**config.mk**
```make
export PLATFORM = sky130hd
export DESIGN_NAME = pin_input_ctrl
export DESIGN_NICKNAME = d
export VERILOG_FILES = /design/src/rtl/pin_input_pkg.sv /design/src/rtl/glitch_filter.sv /design/src/rtl/pin_input_ctrl.sv
export SDC_FILE = /design/constraint.sdc
export NUM_CORES = 1
export LEC_CHECK = 0
export BUFFER_PORTS_ARGS = -buffer_cell sky130_fd_sc_hd__buf_2
export CAP_MARGIN = 0
export CORE_MARGIN = 5
export CORE_UTILIZATION = 49
export DETAILED_ROUTE_END_ITERATION = 10
export PLACE_DENSITY = 0.76
export SLEW_MARGIN = 20
export SYNTH_ARGS = -nofsm -noshare
export SYNTH_HDL_FRONTEND = slang
export SYNTH_SLANG_ARGS = --single-unit
```
**constraint.sdc**
```tcl
create_clock -name clk_i -period 1.57 [get_ports clk_i]
set_input_delay 0.2355 -clock clk_i [delete_from_list [all_inputs] [get_ports clk_i]]
set_output_delay 0.2355 -clock clk_i [all_outputs]
set_load 0.01 [all_outputs]
```
**src/rtl/pin_input_pkg.sv**
```systemverilog
// Package with register map, field layout, reset values and timing constants of the pin input block
`default_nettype none
package pin_input_pkg;

  // Register indices; the byte address on the bus is four times the index
  localparam logic [13:0] IDX_E_IN_EN   = 14'h30BC;
  localparam logic [13:0] IDX_F_IN_EN   = 14'h30BD;
  localparam logic [13:0] IDX_G_IN_EN   = 14'h30BE;
  localparam logic [13:0] IDX_H_IN_EN   = 14'h30BF;
  localparam logic [13:0] IDX_FILT_SEL0 = 14'h30EC;
  localparam logic [13:0] IDX_FILT_DIV  = 14'h30EF;

  localparam logic [15:0] ADDR_E_IN_EN   = {IDX_E_IN_EN, 2'h0};
  localparam logic [15:0] ADDR_F_IN_EN   = {IDX_F_IN_EN, 2'h0};
  localparam logic [15:0] ADDR_G_IN_EN   = {IDX_G_IN_EN, 2'h0};
  localparam logic [15:0] ADDR_H_IN_EN   = {IDX_H_IN_EN, 2'h0};
  localparam logic [15:0] ADDR_FILT_SEL0 = {IDX_FILT_SEL0, 2'h0};
  localparam logic [15:0] ADDR_FILT_DIV  = {IDX_FILT_DIV, 2'h0};

  // Writable bit masks; zero bits are reserved and read as zero
  localparam logic [7:0] MASK_E_IN_EN   = 8'hFF;
  localparam logic [7:0] MASK_F_IN_EN   = 8'hFF;
  localparam logic [7:0] MASK_G_IN_EN   = 8'h0F;
  localparam logic [7:0] MASK_H_IN_EN   = 8'hC7;
  localparam logic [7:0] MASK_FILT_SEL0 = 8'hFF;
  localparam logic [7:0] MASK_FILT_DIV  = 8'hFF;

  // Values after reset
  localparam logic [7:0] RST_IN_EN     = 8'h00;
  localparam logic [7:0] RST_FILT_SEL0 = 8'h00;
  localparam logic [7:0] RST_FILT_DIV  = 8'h00;

  // Filter select field positions, two bits each
  localparam int FSEL_W     = 2;
  localparam int FSEL_A_LSB = 0;
  localparam int FSEL_B_LSB = 2;
  localparam int FSEL_C_LSB = 4;
  localparam int FSEL_D_LSB = 6;

  // Filter source codes
  localparam logic [1:0] SRC_BUS  = 2'h0;
  localparam logic [1:0] SRC_DIV1 = 2'h1;
  localparam logic [1:0] SRC_DIV2 = 2'h2;
  localparam logic [1:0] SRC_DIV3 = 2'h3;

  // Divider register fields
  localparam int DIV1_LSB = 0;
  localparam int DIV1_W   = 2;
  localparam int DIV2_LSB = 2;
  localparam int DIV2_W   = 3;
  localparam int DIV3_LSB = 5;
  localparam int DIV3_W   = 3;
  localparam int DIV1_BASE_SHIFT = 1;   // Code 0 divides by 2
  localparam int DIV2_BASE_SHIFT = 5;   // Code 0 divides by 32

  // Timing: bus clock and the low power reference rate
  localparam int BUS_CLK_HZ   = 50_000_000;
  localparam int LPO_CLK_HZ   = 1_000;
  localparam int LPO_CYCLES   = BUS_CLK_HZ / LPO_CLK_HZ;
  localparam int PRESCALE_W   = 12;
  localparam int LPO_PRE_W    = 7;

endpackage
`default_nettype wire

```
**src/rtl/glitch_filter.sv**
```systemverilog
// One pin glitch filter: output follows input only after two agreeing samples
`timescale 1ns/1ps
`default_nettype none
module glitch_filter
  import pin_input_pkg::*;
(
  input  wire logic clk_i,     // Bus clock
  input  wire logic rst_i,     // Synchronous reset, active high
  input  wire logic sample_i,  // Sample enable from the selected filter rate
  input  wire logic pin_i,     // Synchronised pin level
  output logic      level_o    // Filtered level
);

  logic last_r;
  logic level_r;

  // Two samples one filter period apart must agree before the output moves
  always_ff @(posedge clk_i)
  begin
    if (rst_i)
    begin
      last_r  <= 1'b0;
      level_r <= 1'b0;
    end
    else if (sample_i)
    begin
      last_r <= pin_i;
      if (pin_i == last_r)
        level_r <= pin_i;
    end
  end

  assign level_o = level_r;

  // Output only moves on a sample pulse and only toward two agreeing samples
  a_filter_moves_on_sample: assert property (@(posedge clk_i) disable iff (rst_i)
    (level_r != $past(level_r)) |-> ($past(sample_i) && $past(pin_i) == $past(last_r)))
    else $error("filter output moved without two agreeing samples");

endmodule
`default_nettype wire

```
**src/rtl/pin_input_ctrl.sv**
```systemverilog
// Pin input enable registers and port A to D glitch filter selection with Avalon-MM access
//
// How it works
// - All eight bits of the port E input enable register gate each pin's input, 1 on and 0 off, read/write.
// - Port F input enable holds eight read/write bits, one per pin, 1 enables the input.
// - Port G input enable has read/write bits only at positions 3 to 0, 1 enables the input.
// - Port G input enable bits 7 to 4 are reserved and always read zero.
// - Port H input enable has read/write bits at 7, 6, 2, 1 and 0, 1 enables the input.
// - Port H input enable bits 5 to 3 are reserved and always read zero.
// - Filter select register zero configures filters of ports A to D with a two-bit field each.
// - Bits 7 to 6 pick port D's filter clock: bus, divided clock 1, 2 or 3.
// - Bits 5 to 4 pick port C's filter clock with the same encoding.
// - Bits 3 to 2 pick port B's and bits 1 to 0 port A's filter clock, same encoding.
// - Glitches shorter than one filter period are dropped; pulses over two periods pass.
// - Divided filter clock 1 is the bus clock over 2, 4, 8 or 16 by a two-bit code.
`timescale 1ns/1ps
`default_nettype none
module pin_input_ctrl
  import pin_input_pkg::*;
#(
  parameter int LPO_DIV_CYCLES = LPO_CYCLES  // Bus cycles per low power reference tick
)
(
  input  wire logic        clk_i,              // Bus clock, 50 MHz
  input  wire logic        rst_i,              // Synchronous reset, active high
  input  wire logic [15:0] avs_address_i,      // Byte address
  input  wire logic        avs_read_i,         // Read request
  input  wire logic        avs_write_i,        // Write request
  input  wire logic [31:0] avs_writedata_i,    // Write data, low byte used
  input  wire logic [3:0]  avs_byteenable_i,   // Byte enables, lane 0 used
  output logic      [31:0] avs_readdata_o,     // Read data
  output logic             avs_waitrequest_o,  // Stall, low for the answer cycle
  input  wire logic [7:0]  port_a_pin_i,       // Port A pins
  input  wire logic [7:0]  port_b_pin_i,       // Port B pins
  input  wire logic [7:0]  port_c_pin_i,       // Port C pins
  input  wire logic [7:0]  port_d_pin_i,       // Port D pins
  input  wire logic [7:0]  port_e_pin_i,       // Port E pins
  input  wire logic [7:0]  port_f_pin_i,       // Port F pins
  input  wire logic [7:0]  port_g_pin_i,       // Port G pins
  input  wire logic [7:0]  port_h_pin_i,       // Port H pins
  output logic      [7:0]  port_a_in_o,        // Filtered port A inputs
  output logic      [7:0]  port_b_in_o,        // Filtered port B inputs
  output logic      [7:0]  port_c_in_o,        // Filtered port C inputs
  output logic      [7:0]  port_d_in_o,        // Filtered port D inputs
  output logic      [7:0]  port_e_in_o,        // Gated port E inputs
  output logic      [7:0]  port_f_in_o,        // Gated port F inputs
  output logic      [7:0]  port_g_in_o,        // Gated port G inputs
  output logic      [7:0]  port_h_in_o,        // Gated port H inputs
  output logic      [7:0]  east_pin_in_en_o,   // Port E input buffer enables
  output logic      [7:0]  fifth_group_in_en_o,   // Port F input buffer enables
  output logic      [7:0]  seventh_group_in_en_o, // Port G input buffer enables
  output logic      [7:0]  eighth_group_in_en_o   // Port H input buffer enables
);

  // Configuration registers
  logic [7:0]  east_pin_in_en_r;
  logic [7:0]  fifth_group_in_en_r;
  logic [7:0]  seventh_group_in_en_r;
  logic [7:0]  eighth_group_in_en_r;
  logic [7:0]  filter_select_reg_zero_r;
  logic [7:0]  filter_div_r;

  // Bus handshake
  logic        wait_r;
  logic [31:0] readdata_r;
  logic [7:0]  rd_nxt;
  logic        req;
  logic        wr_ok;

  // Pin synchronisers
  logic [63:0] pin_meta_r;
  logic [63:0] pin_sync_r;
  logic [63:0] pin_all;

  // Filter rate generation
  logic [PRESCALE_W-1:0] pre_cnt_r;
  logic [PRESCALE_W-1:0] div1_mask;
  logic [PRESCALE_W-1:0] div2_mask;
  logic [31:0]           lpo_cnt_r;
  logic                  lpo_tick_r;
  logic [LPO_PRE_W-1:0]  lpo_pre_r;
  logic [LPO_PRE_W-1:0]  div3_mask;
  logic                  filter_clock_div_one_r;
  logic                  filter_clock_div_two_r;
  logic                  filter_clock_div_three_r;

  // Filter path
  logic [3:0]  grp_sample;
  logic [31:0] filt_level;
  logic [31:0] filt_out_r;
  logic [31:0] gated_out_r;

  assign req   = avs_read_i | avs_write_i;
  assign wr_ok = avs_write_i & ~wait_r & avs_byteenable_i[0];

  // Waitrequest is high when idle and drops for exactly one cycle per request
  always_ff @(posedge clk_i)
  begin
    if (rst_i)
      wait_r <= 1'b1;
    else
      wait_r <= ~(req & wait_r);
  end

  // Read mux; unmapped addresses read as zero
  always_comb
  begin
    unique case (avs_address_i)
      ADDR_E_IN_EN:   rd_nxt = east_pin_in_en_r;
      ADDR_F_IN_EN:   rd_nxt = fifth_group_in_en_r;
      ADDR_G_IN_EN:   rd_nxt = seventh_group_in_en_r & MASK_G_IN_EN;
      ADDR_H_IN_EN:   rd_nxt = eighth_group_in_en_r & MASK_H_IN_EN;
      ADDR_FILT_SEL0: rd_nxt = filter_select_reg_zero_r;
      ADDR_FILT_DIV:  rd_nxt = filter_div_r;
      default:        rd_nxt = 8'h00;
    endcase
  end

  // Read data captured in the stall cycle so it stands when waitrequest drops
  always_ff @(posedge clk_i)
  begin
    if (rst_i)
      readdata_r <= 32'h0000_0000;
    else if (avs_read_i & wait_r)
      readdata_r <= {24'h00_0000, rd_nxt};
  end

  // Register writes take effect at the edge where waitrequest is seen low
  always_ff @(posedge clk_i)
  begin
    if (rst_i)
    begin
      east_pin_in_en_r         <= RST_IN_EN;
      fifth_group_in_en_r      <= RST_IN_EN;
      seventh_group_in_en_r    <= RST_IN_EN;
      eighth_group_in_en_r     <= RST_IN_EN;
      filter_select_reg_zero_r <= RST_FILT_SEL0;
      filter_div_r             <= RST_FILT_DIV;
    end
    else if (wr_ok)
    begin
      unique case (avs_address_i)
        ADDR_E_IN_EN:   east_pin_in_en_r      <= avs_writedata_i[7:0] & MASK_E_IN_EN;
        ADDR_F_IN_EN:   fifth_group_in_en_r   <= avs_writedata_i[7:0] & MASK_F_IN_EN;
        ADDR_G_IN_EN:   seventh_group_in_en_r <= avs_writedata_i[7:0] & MASK_G_IN_EN;
        ADDR_H_IN_EN:   eighth_group_in_en_r  <= avs_writedata_i[7:0] & MASK_H_IN_EN;
        ADDR_FILT_SEL0: filter_select_reg_zero_r <= avs_writedata_i[7:0] & MASK_FILT_SEL0;
        ADDR_FILT_DIV:  filter_div_r          <= avs_writedata_i[7:0] & MASK_FILT_DIV;
        default:        ;
      endcase
    end
  end

  assign avs_waitrequest_o     = wait_r;
  assign avs_readdata_o        = readdata_r;
  assign east_pin_in_en_o      = east_pin_in_en_r;
  assign fifth_group_in_en_o   = fifth_group_in_en_r;
  assign seventh_group_in_en_o = seventh_group_in_en_r;
  assign eighth_group_in_en_o  = eighth_group_in_en_r;

  // Pins are asynchronous to the bus clock: two flops before any logic
  assign pin_all = {port_h_pin_i, port_g_pin_i, port_f_pin_i, port_e_pin_i,
                    port_d_pin_i, port_c_pin_i, port_b_pin_i, port_a_pin_i};

  always_ff @(posedge clk_i)
  begin
    if (rst_i)
    begin
      pin_meta_r <= 64'h0;
      pin_sync_r <= 64'h0;
    end
    else
    begin
      pin_meta_r <= pin_all;
      pin_sync_r <= pin_meta_r;
    end
  end

  // Binary prescaler; the masks pick power-of-two taps for divided clocks 1 and 2
  assign div1_mask = ~({PRESCALE_W{1'b1}} << (DIV1_BASE_SHIFT
                     + int'(filter_div_r[DIV1_LSB +: DIV1_W])));
  assign div2_mask = ~({PRESCALE_W{1'b1}} << (DIV2_BASE_SHIFT
                     + int'(filter_div_r[DIV2_LSB +: DIV2_W])));
  assign div3_mask = ~({LPO_PRE_W{1'b1}} << int'(filter_div_r[DIV3_LSB +: DIV3_W]));

  always_ff @(posedge clk_i)
  begin
    if (rst_i)
      pre_cnt_r <= '0;
    else
      pre_cnt_r <= pre_cnt_r + 1'b1;
  end

  // One-cycle enables at the divided rates; no derived clocks are made
  always_ff @(posedge clk_i)
  begin
    if (rst_i)
    begin
      filter_clock_div_one_r <= 1'b0;
      filter_clock_div_two_r <= 1'b0;
    end
    else
    begin
      filter_clock_div_one_r <= (pre_cnt_r & div1_mask) == div1_mask;
      filter_clock_div_two_r <= (pre_cnt_r & div2_mask) == div2_mask;
    end
  end

  // Low power reference is stood in for by a long bus clock divider
  always_ff @(posedge clk_i)
  begin
    if (rst_i)
    begin
      lpo_cnt_r  <= 32'h0;
      lpo_tick_r <= 1'b0;
    end
    else if (lpo_cnt_r >= 32'(LPO_DIV_CYCLES - 1))
    begin
      lpo_cnt_r  <= 32'h0;
      lpo_tick_r <= 1'b1;
    end
    else
    begin
      lpo_cnt_r  <= lpo_cnt_r + 32'h1;
      lpo_tick_r <= 1'b0;
    end
  end

  // Divided clock 3 is the reference rate over 1 to 128
  always_ff @(posedge clk_i)
  begin
    if (rst_i)
    begin
      lpo_pre_r                <= '0;
      filter_clock_div_three_r <= 1'b0;
    end
    else
    begin
      if (lpo_tick_r)
        lpo_pre_r <= lpo_pre_r + 1'b1;
      filter_clock_div_three_r <= lpo_tick_r & ((lpo_pre_r & div3_mask) == div3_mask);
    end
  end

  // Per port sample enable from its select field
  generate
    for (genvar p = 0; p < 4; p++)
    begin : g_sel
      logic [1:0] sel;
      assign sel = filter_select_reg_zero_r[2*p +: FSEL_W];
      assign grp_sample[p] = (sel == SRC_BUS)  ? 1'b1 :
                             (sel == SRC_DIV1) ? filter_clock_div_one_r :
                             (sel == SRC_DIV2) ? filter_clock_div_two_r :
                                                 filter_clock_div_three_r;
    end
  endgenerate

  // One filter per pin of ports A to D
  generate
    for (genvar i = 0; i < 32; i++)
    begin : g_filt
      glitch_filter u_filt (
        .clk_i    (clk_i),
        .rst_i    (rst_i),
        .sample_i (grp_sample[i/8]),
        .pin_i    (pin_sync_r[i]),
        .level_o  (filt_level[i])
      );
    end
  endgenerate

  // Filtered levels registered so outputs leave from flops
  always_ff @(posedge clk_i)
  begin
    if (rst_i)
      filt_out_r <= 32'h0;
    else
      filt_out_r <= filt_level;
  end

  // Disabled inputs read as zero whatever the pin does
  always_ff @(posedge clk_i)
  begin
    if (rst_i)
      gated_out_r <= 32'h0;
    else
      gated_out_r <= pin_sync_r[63:32] & {eighth_group_in_en_r, seventh_group_in_en_r,
                                          fifth_group_in_en_r, east_pin_in_en_r};
  end

  assign port_a_in_o = filt_out_r[7:0];
  assign port_b_in_o = filt_out_r[15:8];
  assign port_c_in_o = filt_out_r[23:16];
  assign port_d_in_o = filt_out_r[31:24];
  assign port_e_in_o = gated_out_r[7:0];
  assign port_f_in_o = gated_out_r[15:8];
  assign port_g_in_o = gated_out_r[23:16];
  assign port_h_in_o = gated_out_r[31:24];

  // Every request is answered one cycle later and the stall returns after it
  a_wait_one_cycle: assert property (@(posedge clk_i) disable iff (rst_i)
    (req && avs_waitrequest_o) |=> (!avs_waitrequest_o ##1 avs_waitrequest_o))
    else $error("waitrequest did not drop for exactly one cycle");

  // Port G reserved bits never read back as one
  a_g_reserved_zero: assert property (@(posedge clk_i) disable iff (rst_i)
    (!avs_waitrequest_o && $past(avs_address_i) == ADDR_G_IN_EN && $past(avs_read_i))
      |-> avs_readdata_o[7:4] == 4'h0)
    else $error("port G reserved bits read as one");

  // Port H reserved bits never read back as one
  a_h_reserved_zero: assert property (@(posedge clk_i) disable iff (rst_i)
    (!avs_waitrequest_o && $past(avs_address_i) == ADDR_H_IN_EN && $past(avs_read_i))
      |-> avs_readdata_o[5:3] == 3'h0)
    else $error("port H reserved bits read as one");

  // Reserved register bits stay zero across any write
  a_reserved_held: assert property (@(posedge clk_i) disable iff (rst_i)
    (seventh_group_in_en_o[7:4] == 4'h0) && (eighth_group_in_en_o[5:3] == 3'h0))
    else $error("reserved enable bit became one");

  // A port F write lands in the register at the accepted edge and is seen at the next edge
  a_f_write_lands: assert property (@(posedge clk_i) disable iff (rst_i)
    (avs_write_i && !avs_waitrequest_o && avs_byteenable_i[0]
      && avs_address_i == ADDR_F_IN_EN) |=> fifth_group_in_en_o == $past(avs_writedata_i[7:0]))
    else $error("port F enable write lost");

  // Port E input is zero where its enable was clear
  a_e_gated: assert property (@(posedge clk_i) disable iff (rst_i)
    ##1 (port_e_in_o & ~$past(east_pin_in_en_o)) == 8'h00)
    else $error("disabled port E input not zero");

  // Disabled port G and H pins present zero
  a_gh_gated: assert property (@(posedge clk_i) disable iff (rst_i)
    ##1 ((port_g_in_o & ~$past(seventh_group_in_en_o)) == 8'h00)
      && ((port_h_in_o & ~$past(eighth_group_in_en_o)) == 8'h00))
    else $error("disabled port G or H input not zero");

  // Divided clock 1 at code 0 pulses every second bus cycle
  // The code must still be zero one cycle on, since a write may retune the divider there
  a_div1_rate: assert property (@(posedge clk_i) disable iff (rst_i)
    (filter_clock_div_one_r && filter_div_r[DIV1_LSB +: DIV1_W] == 2'h0
      && $stable(filter_div_r)) ##1 (filter_div_r[DIV1_LSB +: DIV1_W] == 2'h0)
      |-> !filter_clock_div_one_r ##1 filter_clock_div_one_r)
    else $error("divided clock 1 rate wrong");

  // Bus clock selection on port A samples every cycle
  a_a_bus_sample: assert property (@(posedge clk_i) disable iff (rst_i)
    (filter_select_reg_zero_r[FSEL_A_LSB +: FSEL_W] == SRC_BUS) |-> grp_sample[0])
    else $error("port A bus clock filter not sampling");

  // Port D on divided clock 2 samples only on that enable
  a_d_div2_sample: assert property (@(posedge clk_i) disable iff (rst_i)
    (filter_select_reg_zero_r[FSEL_D_LSB +: FSEL_W] == SRC_DIV2)
      |-> grp_sample[3] == filter_clock_div_two_r)
    else $error("port D filter sample source wrong");

  // Port C on divided clock 3 samples only on that enable
  a_c_div3_sample: assert property (@(posedge clk_i) disable iff (rst_i)
    (filter_select_reg_zero_r[FSEL_C_LSB +: FSEL_W] == SRC_DIV3)
      |-> grp_sample[2] == filter_clock_div_three_r)
    else $error("port C filter sample source wrong");

endmodule
`default_nettype wire

```
# --- Word level (Yosys, flattened, before mapping) ---
# Cells that the tools add are included.
totals:
  elab_cells: 213
  reg_bits: 361
  out_inout_bits: 129
classes:
  reduce_logical: 43
  n_lt_le_gt_ge: 1
  n_shift: 3
  add_sub_neg: 5
  n_mux: 14
  n_bitwise: 15
  n_eq_ne: 49
ops:
  columns: ["op", "count"]
  rows:
  - ["16-bit == test, second input constant", 6]
  - ["2-bit AND reduction", 38]
  - ["8-bit case mux with 6 select lines", 1]
  - ["32-bit by 1-bit adder with 32-bit output, second input constant", 1]
  - ["32-bit bitwise AND", 1]
  - ["1-bit == test", 32]
  - ["32-bit by 16-bit >= comparator with 1-bit output, second input constant", 1]
  - ["12-bit bitwise AND", 2]
  - ["12-bit == test", 2]
  - ["12-bit NOT", 2]
  - ["1-bit two-way mux", 13]
  - ["12-bit by 1-bit adder with 12-bit output, second input constant", 1]
  - ["12-bit by 3-bit << shifter with 12-bit output, first input constant", 1]
  - ["12-bit by 4-bit << shifter with 12-bit output, first input constant", 1]
  - ["2-bit by 1-bit == test with 1-bit output, second input constant", 4]
  - ["2-bit == test, second input constant", 4]
  - ["2-bit zero test", 4]
  - ["7-bit by 1-bit adder with 7-bit output, second input constant", 1]
  - ["7-bit bitwise AND", 1]
  - ["7-bit == test", 1]
  - ["7-bit NOT", 1]
  - ["7-bit by 3-bit << shifter with 7-bit output, first input constant", 1]
  - ["1-bit bitwise AND", 5]
  - ["3-bit by 3-bit adder with 4-bit output, first input constant", 1]
  - ["other kinds (4)", 5]

# --- Logic depth before layout (Yosys ltp) ---
logic_depth:
  word_depth: 5
  mapped_depth: 7
  ltp_nobuf: 7

# --- Hierarchy ---
# Synthesis repeated with hierarchy kept, for this count alone.
hier_totals:
  cells_unflattened: 1161
  hier_area_um2: 12395.6
by_module_without_submodules:
  columns: ["module", "seq_area_each_um2", "n_inst", "area_each_um2", "cells_each"]
  rows:
  - ["pin_input_ctrl", 5525.3, 1, 9392.8, 873]
  - ["glitch_filter", 40.0, 32, 93.8, 9]

# --- Worst setup path after synthesis ---
# Ideal clock, no wire load.
synth_timing:
  kind: "reg-to-reg"
  from: "register lpo_cnt_r[0]"
  to: "register lpo_cnt_r[10]"
  path_buffers: 1
  stages_incl_launch_ff: 7
  setup_slack_ns: -0.164
  arrival_time_ns: 1.602
  cell_sequence: "dfxtp_1 > ha_1 > and3_1 > o31ai_1 > a31oi_1 > clkbuf_1 > nor3_1"
synth_between:
  elab_chain_len: 2
  elab_cells_between_ends: 3
  classes_between: "add/sub (1); order compare (1); reduce/logical (1)"
synth_rtl:
  columns: ["item", "line_no", "text"]
  rows:
  - ["start, declared", "pin_input_ctrl.sv:79", "logic [31:0] lpo_cnt_r;"]
  - ["start signal, assigned", "pin_input_ctrl.sv:224", "lpo_cnt_r <= lpo_cnt_r + 32'h1;"]
  - ["32-bit by 16-bit >= comparator with 1-bit output", "pin_input_ctrl.sv:217", "else if (lpo_cnt_r >= 32'(LPO_DIV_CYCLES - 1))"]
  - ["2-bit OR reduction (no line)", null, null]
# Several ways; a longest one is shown, not always the timed one.
# A chain may end at the register's enable or synchronous reset.

# --- Final worst setup path ---
layout_timing:
  from: "register lpo_cnt_r[1]"
  to: "register lpo_cnt_r[3]"
# Same word-level chain as after synthesis.

==> results.sh <==
export IMPL_layout_drive_gt1_share_pct=21.5
export IMPL_area_growth_pct=29.2
export IMPL_yosysSeqAreaShare_pct=57.8
export IMPL_cpMaxStageDelayCell="dfxtp_2"
export IMPL_fillCellCount=1844
export IMPL_ir_drop_mv=0.826
export IMPL_drtAntennaViolNets=0
export IMPL_die_y_um=165
export IMPL_final_setup_viol_count=0
export IMPL_rows=56
export IMPL_via_per_inst=4.96
export IMPL_start_util_pct=50.0
export IMPL_r2r_start="lpo_cnt_r[1]"
export IMPL_power_uw=17600
export IMPL_fin_crit_ns=1.55
export IMPL_max_freq_mhz=645
export IMPL_vias=9171
export IMPL_nets=1635
export IMPL_synth_edf_count=0
export IMPL_postLayoutCoreUtil_pct=64.6
export IMPL_antenna_found_initial=0
export IMPL_cp_num_cells=6
export IMPL_wl_per_cell_um=14.8
export IMPL_hold_viol_final=0
export IMPL_clkTransAtPathRegs_ns=0.06
export IMPL_rsz0062_at_grt="true"
export IMPL_cts_tree="built"
export IMPL_worstSetupPathType="register to register"
export IMPL_clockBufferDepth=3
export IMPL_syn_cell_area_um2=11800
export IMPL_antenna_cells=0
export IMPL_ys_ff_latch=340
export IMPL_dp_hpwl_um=18400
export IMPL_cp_slowest_stage_delay_ns=0.33
export IMPL_syn_inst=1218
export IMPL_drc=0
export IMPL_dr_pass1_iters=5
export IMPL_slew_viol_final=0
export IMPL_end_kind="register"
export IMPL_cp_buffers_inverters=1
export IMPL_dp_cells=1729
export IMPL_synthDistinctLibCells=51
export IMPL_startpoint_type="register"
export IMPL_die_w_um=165
export IMPL_maxCapViolCount=0
export IMPL_die_area_um2=27200
export IMPL_hold_path_depth=2
export IMPL_grt_overflow=0
export IMPL_grt_pass1_vias=8786
export IMPL_grt_max_degree=65
export IMPL_cts_sinks=340
export IMPL_port_buffers=176
export IMPL_worstReg2RegEnd="lpo_cnt_r[3]"
export IMPL_r2r_cells=6
export IMPL_htreeDepth=2
export IMPL_min_to="avs_waitrequest_o"
export IMPL_synthArstFlopShare_pct=0
export IMPL_crit_path_cell_trace="ha_4 > and3_4 > o31ai_4 > buf_4 > a31oi_4 > nor4_2"
export IMPL_coreArea_um2=23500
export IMPL_power_leakage_uw=0.00655
export IMPL_synth_warnings=0
export IMPL_required_ns=1.98
export IMPL_wl_um=27300
export IMPL_power_density_nw_per_um2=1160
export IMPL_finalCritPeriodShare_pct=98.7
export IMPL_clock_skew_ns=0.0132
export IMPL_status="complete, no violations"
export IMPL_drtIter0Drc=567
export IMPL_stdcell_count=1850
export IMPL_multi_input_area_um2=4830
export IMPL_track_usage_pct=19.7
export IMPL_clk_latency_ns=0.50
export IMPL_root_buffer="clkbuf_16"
export IMPL_crit_family="simple AND/OR/NAND/NOR gates"
export IMPL_ff_latch_area_um2=6810
export IMPL_syn_area_per_cell_um2=9.66
export IMPL_top_level_ports=249
export IMPL_worstPathArrival_ns=1.96
export IMPL_cts_buffers=34
export IMPL_ff2ff_setup_slack_ns=0.02
export IMPL_ys_flop_type="dfxtp_1"
export IMPL_hp_class="input pin to register"
export IMPL_crit_path_max_fanout=5
export IMPL_grt_pass1_wl_um=43800
export IMPL_min_from="avs_read_i"
export IMPL_gp_congestion=0.900
-- final cells by class --
| class | count | share of cell area [%] |
|---|---|---|
| multi-input combinational | 829 | 31.8 |
| timing repair buffer | 294 | 13.3 |
| inverter | 10 | 0.247 |
| sequential | 340 | 44.8 |
| tap | 319 | 2.63 |
| clock inverter | 14 | 1.04 |
| clock buffer | 44 | 6.25 |
-- per-layer routing --
layer	vias to the layer above	part of all wire (%)	routed length (um)	global-route usage, %
met1	4280	43	11700	25.9
met4	0	2.8	757	6.84
met5	-	0	0	0
met2	239	49	13400	32.8
met3	59	5.5	1490	3.52
li1	4593	-	-	-
-- metrics by stage --
step / cell area, um^2 / hold WS, ns / TNS, ns / setup WS (ns)
final: 15200 / 0.0417 / 0 / 0.0200
after global routing: 15200 / 0.0262 / -0.109 / -0.0498
after CTS: 15100 / 0.0192 / 0 / 0.00263
after detailed placement: 13300 / 0.422 / -11.37 / -0.274
after global placement: 13300 / 0.416 / -9.02 / -0.248
after floorplan: 12000 / 0.351 / -0.885 / -0.0605
-- synth_stat cells, types with 14 or more instances --
| library cell | number | area (um^2) |
|---|---|---|
| dfxtp_1 | 340 | 6810 |
| nand2_1 | 171 | 642 |
| nor2b_1 | 151 | 945 |
| a21oi_1 | 98 | 490 |
| clkbuf_1 | 48 | 180 |
| nor2_1 | 47 | 176 |
| o21ai_0 | 46 | 230 |
| buf_4 | 38 | 285 |
| a21o_1 | 33 | 248 |
| and3_1 | 31 | 194 |
| nand3_1 | 29 | 145 |
| mux2i_1 | 23 | 230 |
| nor3_1 | 15 | 75.1 |
| xnor2_1 | 14 | 123 |
| xor2_1 | 14 | 123 |
-- flip-flops by register name, summed over array words and instances, names as in the netlist --
name                      flops
eighth_group_in_en_o          5
avs_waitrequest_o             1
g_filt.u_filt.last_r         32
filter_clock_div_two_r        1
pre_cnt_r                    12
pin_meta_r                   57
filter_select_reg_zero_r      8
lpo_pre_r                     7
filter_div_r                  8
avs_readdata_o                8
g_filt.u_filt.level_o        32
east_pin_in_en_o              8
filt_out_r                   32
filter_clock_div_one_r        1
pin_sync_r                   57
lpo_cnt_r                    32
gated_out_r                  25
filter_clock_div_three_r      1
fifth_group_in_en_o           8
seventh_group_in_en_o         4
lpo_tick_r                    1
-- where the power goes --
group	switching, uW	internal (uW)	total (uW)	leakage (uW)
registers	90.0	8840	8930	0.00278
logic	392	380	773	0.00323
clock network	3170	4770	7930	0.000545
total	3650	14000	17600	0.00655
-- repair_timing --
item,4_1_cts,5_1_grt
endpoints found under the hold margin,65,0
hold buffers,60,0
buffers inserted,2,0
cloned,2,0
pin swaps,3,7
resized for setup,5,26
setup endpoints to repair,9,27
-- worst max path at each step --
stage / startpoint / endpoint / slack [ns]
global route: filter_div_r[2] / filter_clock_div_two_r / -0.05
floorplan: avs_address_i[6] / filter_div_r[0] / -0.06
finish: lpo_cnt_r[1] / lpo_cnt_r[3] / 0.02
CTS: filter_div_r[2] / filter_clock_div_two_r / 0.003
detailed placement: avs_address_i[8] / eighth_group_in_en_o[2] / -0.27
global placement: avs_address_i[6] / filter_div_r[0] / -0.25
-- worst reg2reg max path, delay by kind of cell, from the launching register on --
| kind | cells | cell delay, ns |
|---|---|---|
| buffers and inverters | 1 | 0.16 |
| AND/OR/NAND/NOR | 2 | 0.47 |
| AO/OA/AOI/OAI | 2 | 0.34 |
| adder cells (fa/ha/maj) | 1 | 0.15 |
| flip-flops | 1 | 0.33 |
-- cell usage in the layout (no fill, tap or decap), types with 6 or more instances in the layout --
cell type / count
nor2b_1: 151
conb_1: 54
mux2i_1: 22
and4_1: 8
and3_1: 29
a22oi_1: 7
clkinv_2: 7
nand3_1: 27
xnor2_1: 14
a21o_1: 33
nand2_1: 167
buf_4: 50
dlygate4sd3_1: 60
o21ai_0: 46
nor3_1: 12
nor4_1: 6
buf_12: 7
buf_2: 175
xor2_1: 14
a21oi_1: 98
inv_1: 10
dfxtp_1: 336
clkbuf_16: 35
nor4_2: 7
nor2_1: 47
nand4_1: 8
-- cell families (layout without fill, tap and decap cells) --
group	after synthesis	after routing	share of synthesized area, %
other	1	54	0.0319
adder cells (fa/ha/maj)	6	6	0.638
AND/OR/NAND/NOR	496	496	21.8
multiplexers	23	23	1.96
flip-flops	340	340	57.8
buffers and inverters	104	362	4.69
AO/OA/AOI/OAI	220	222	11.0
XOR/XNOR	28	28	2.08
Note: power is estimated with default switching activity, not from simulation.
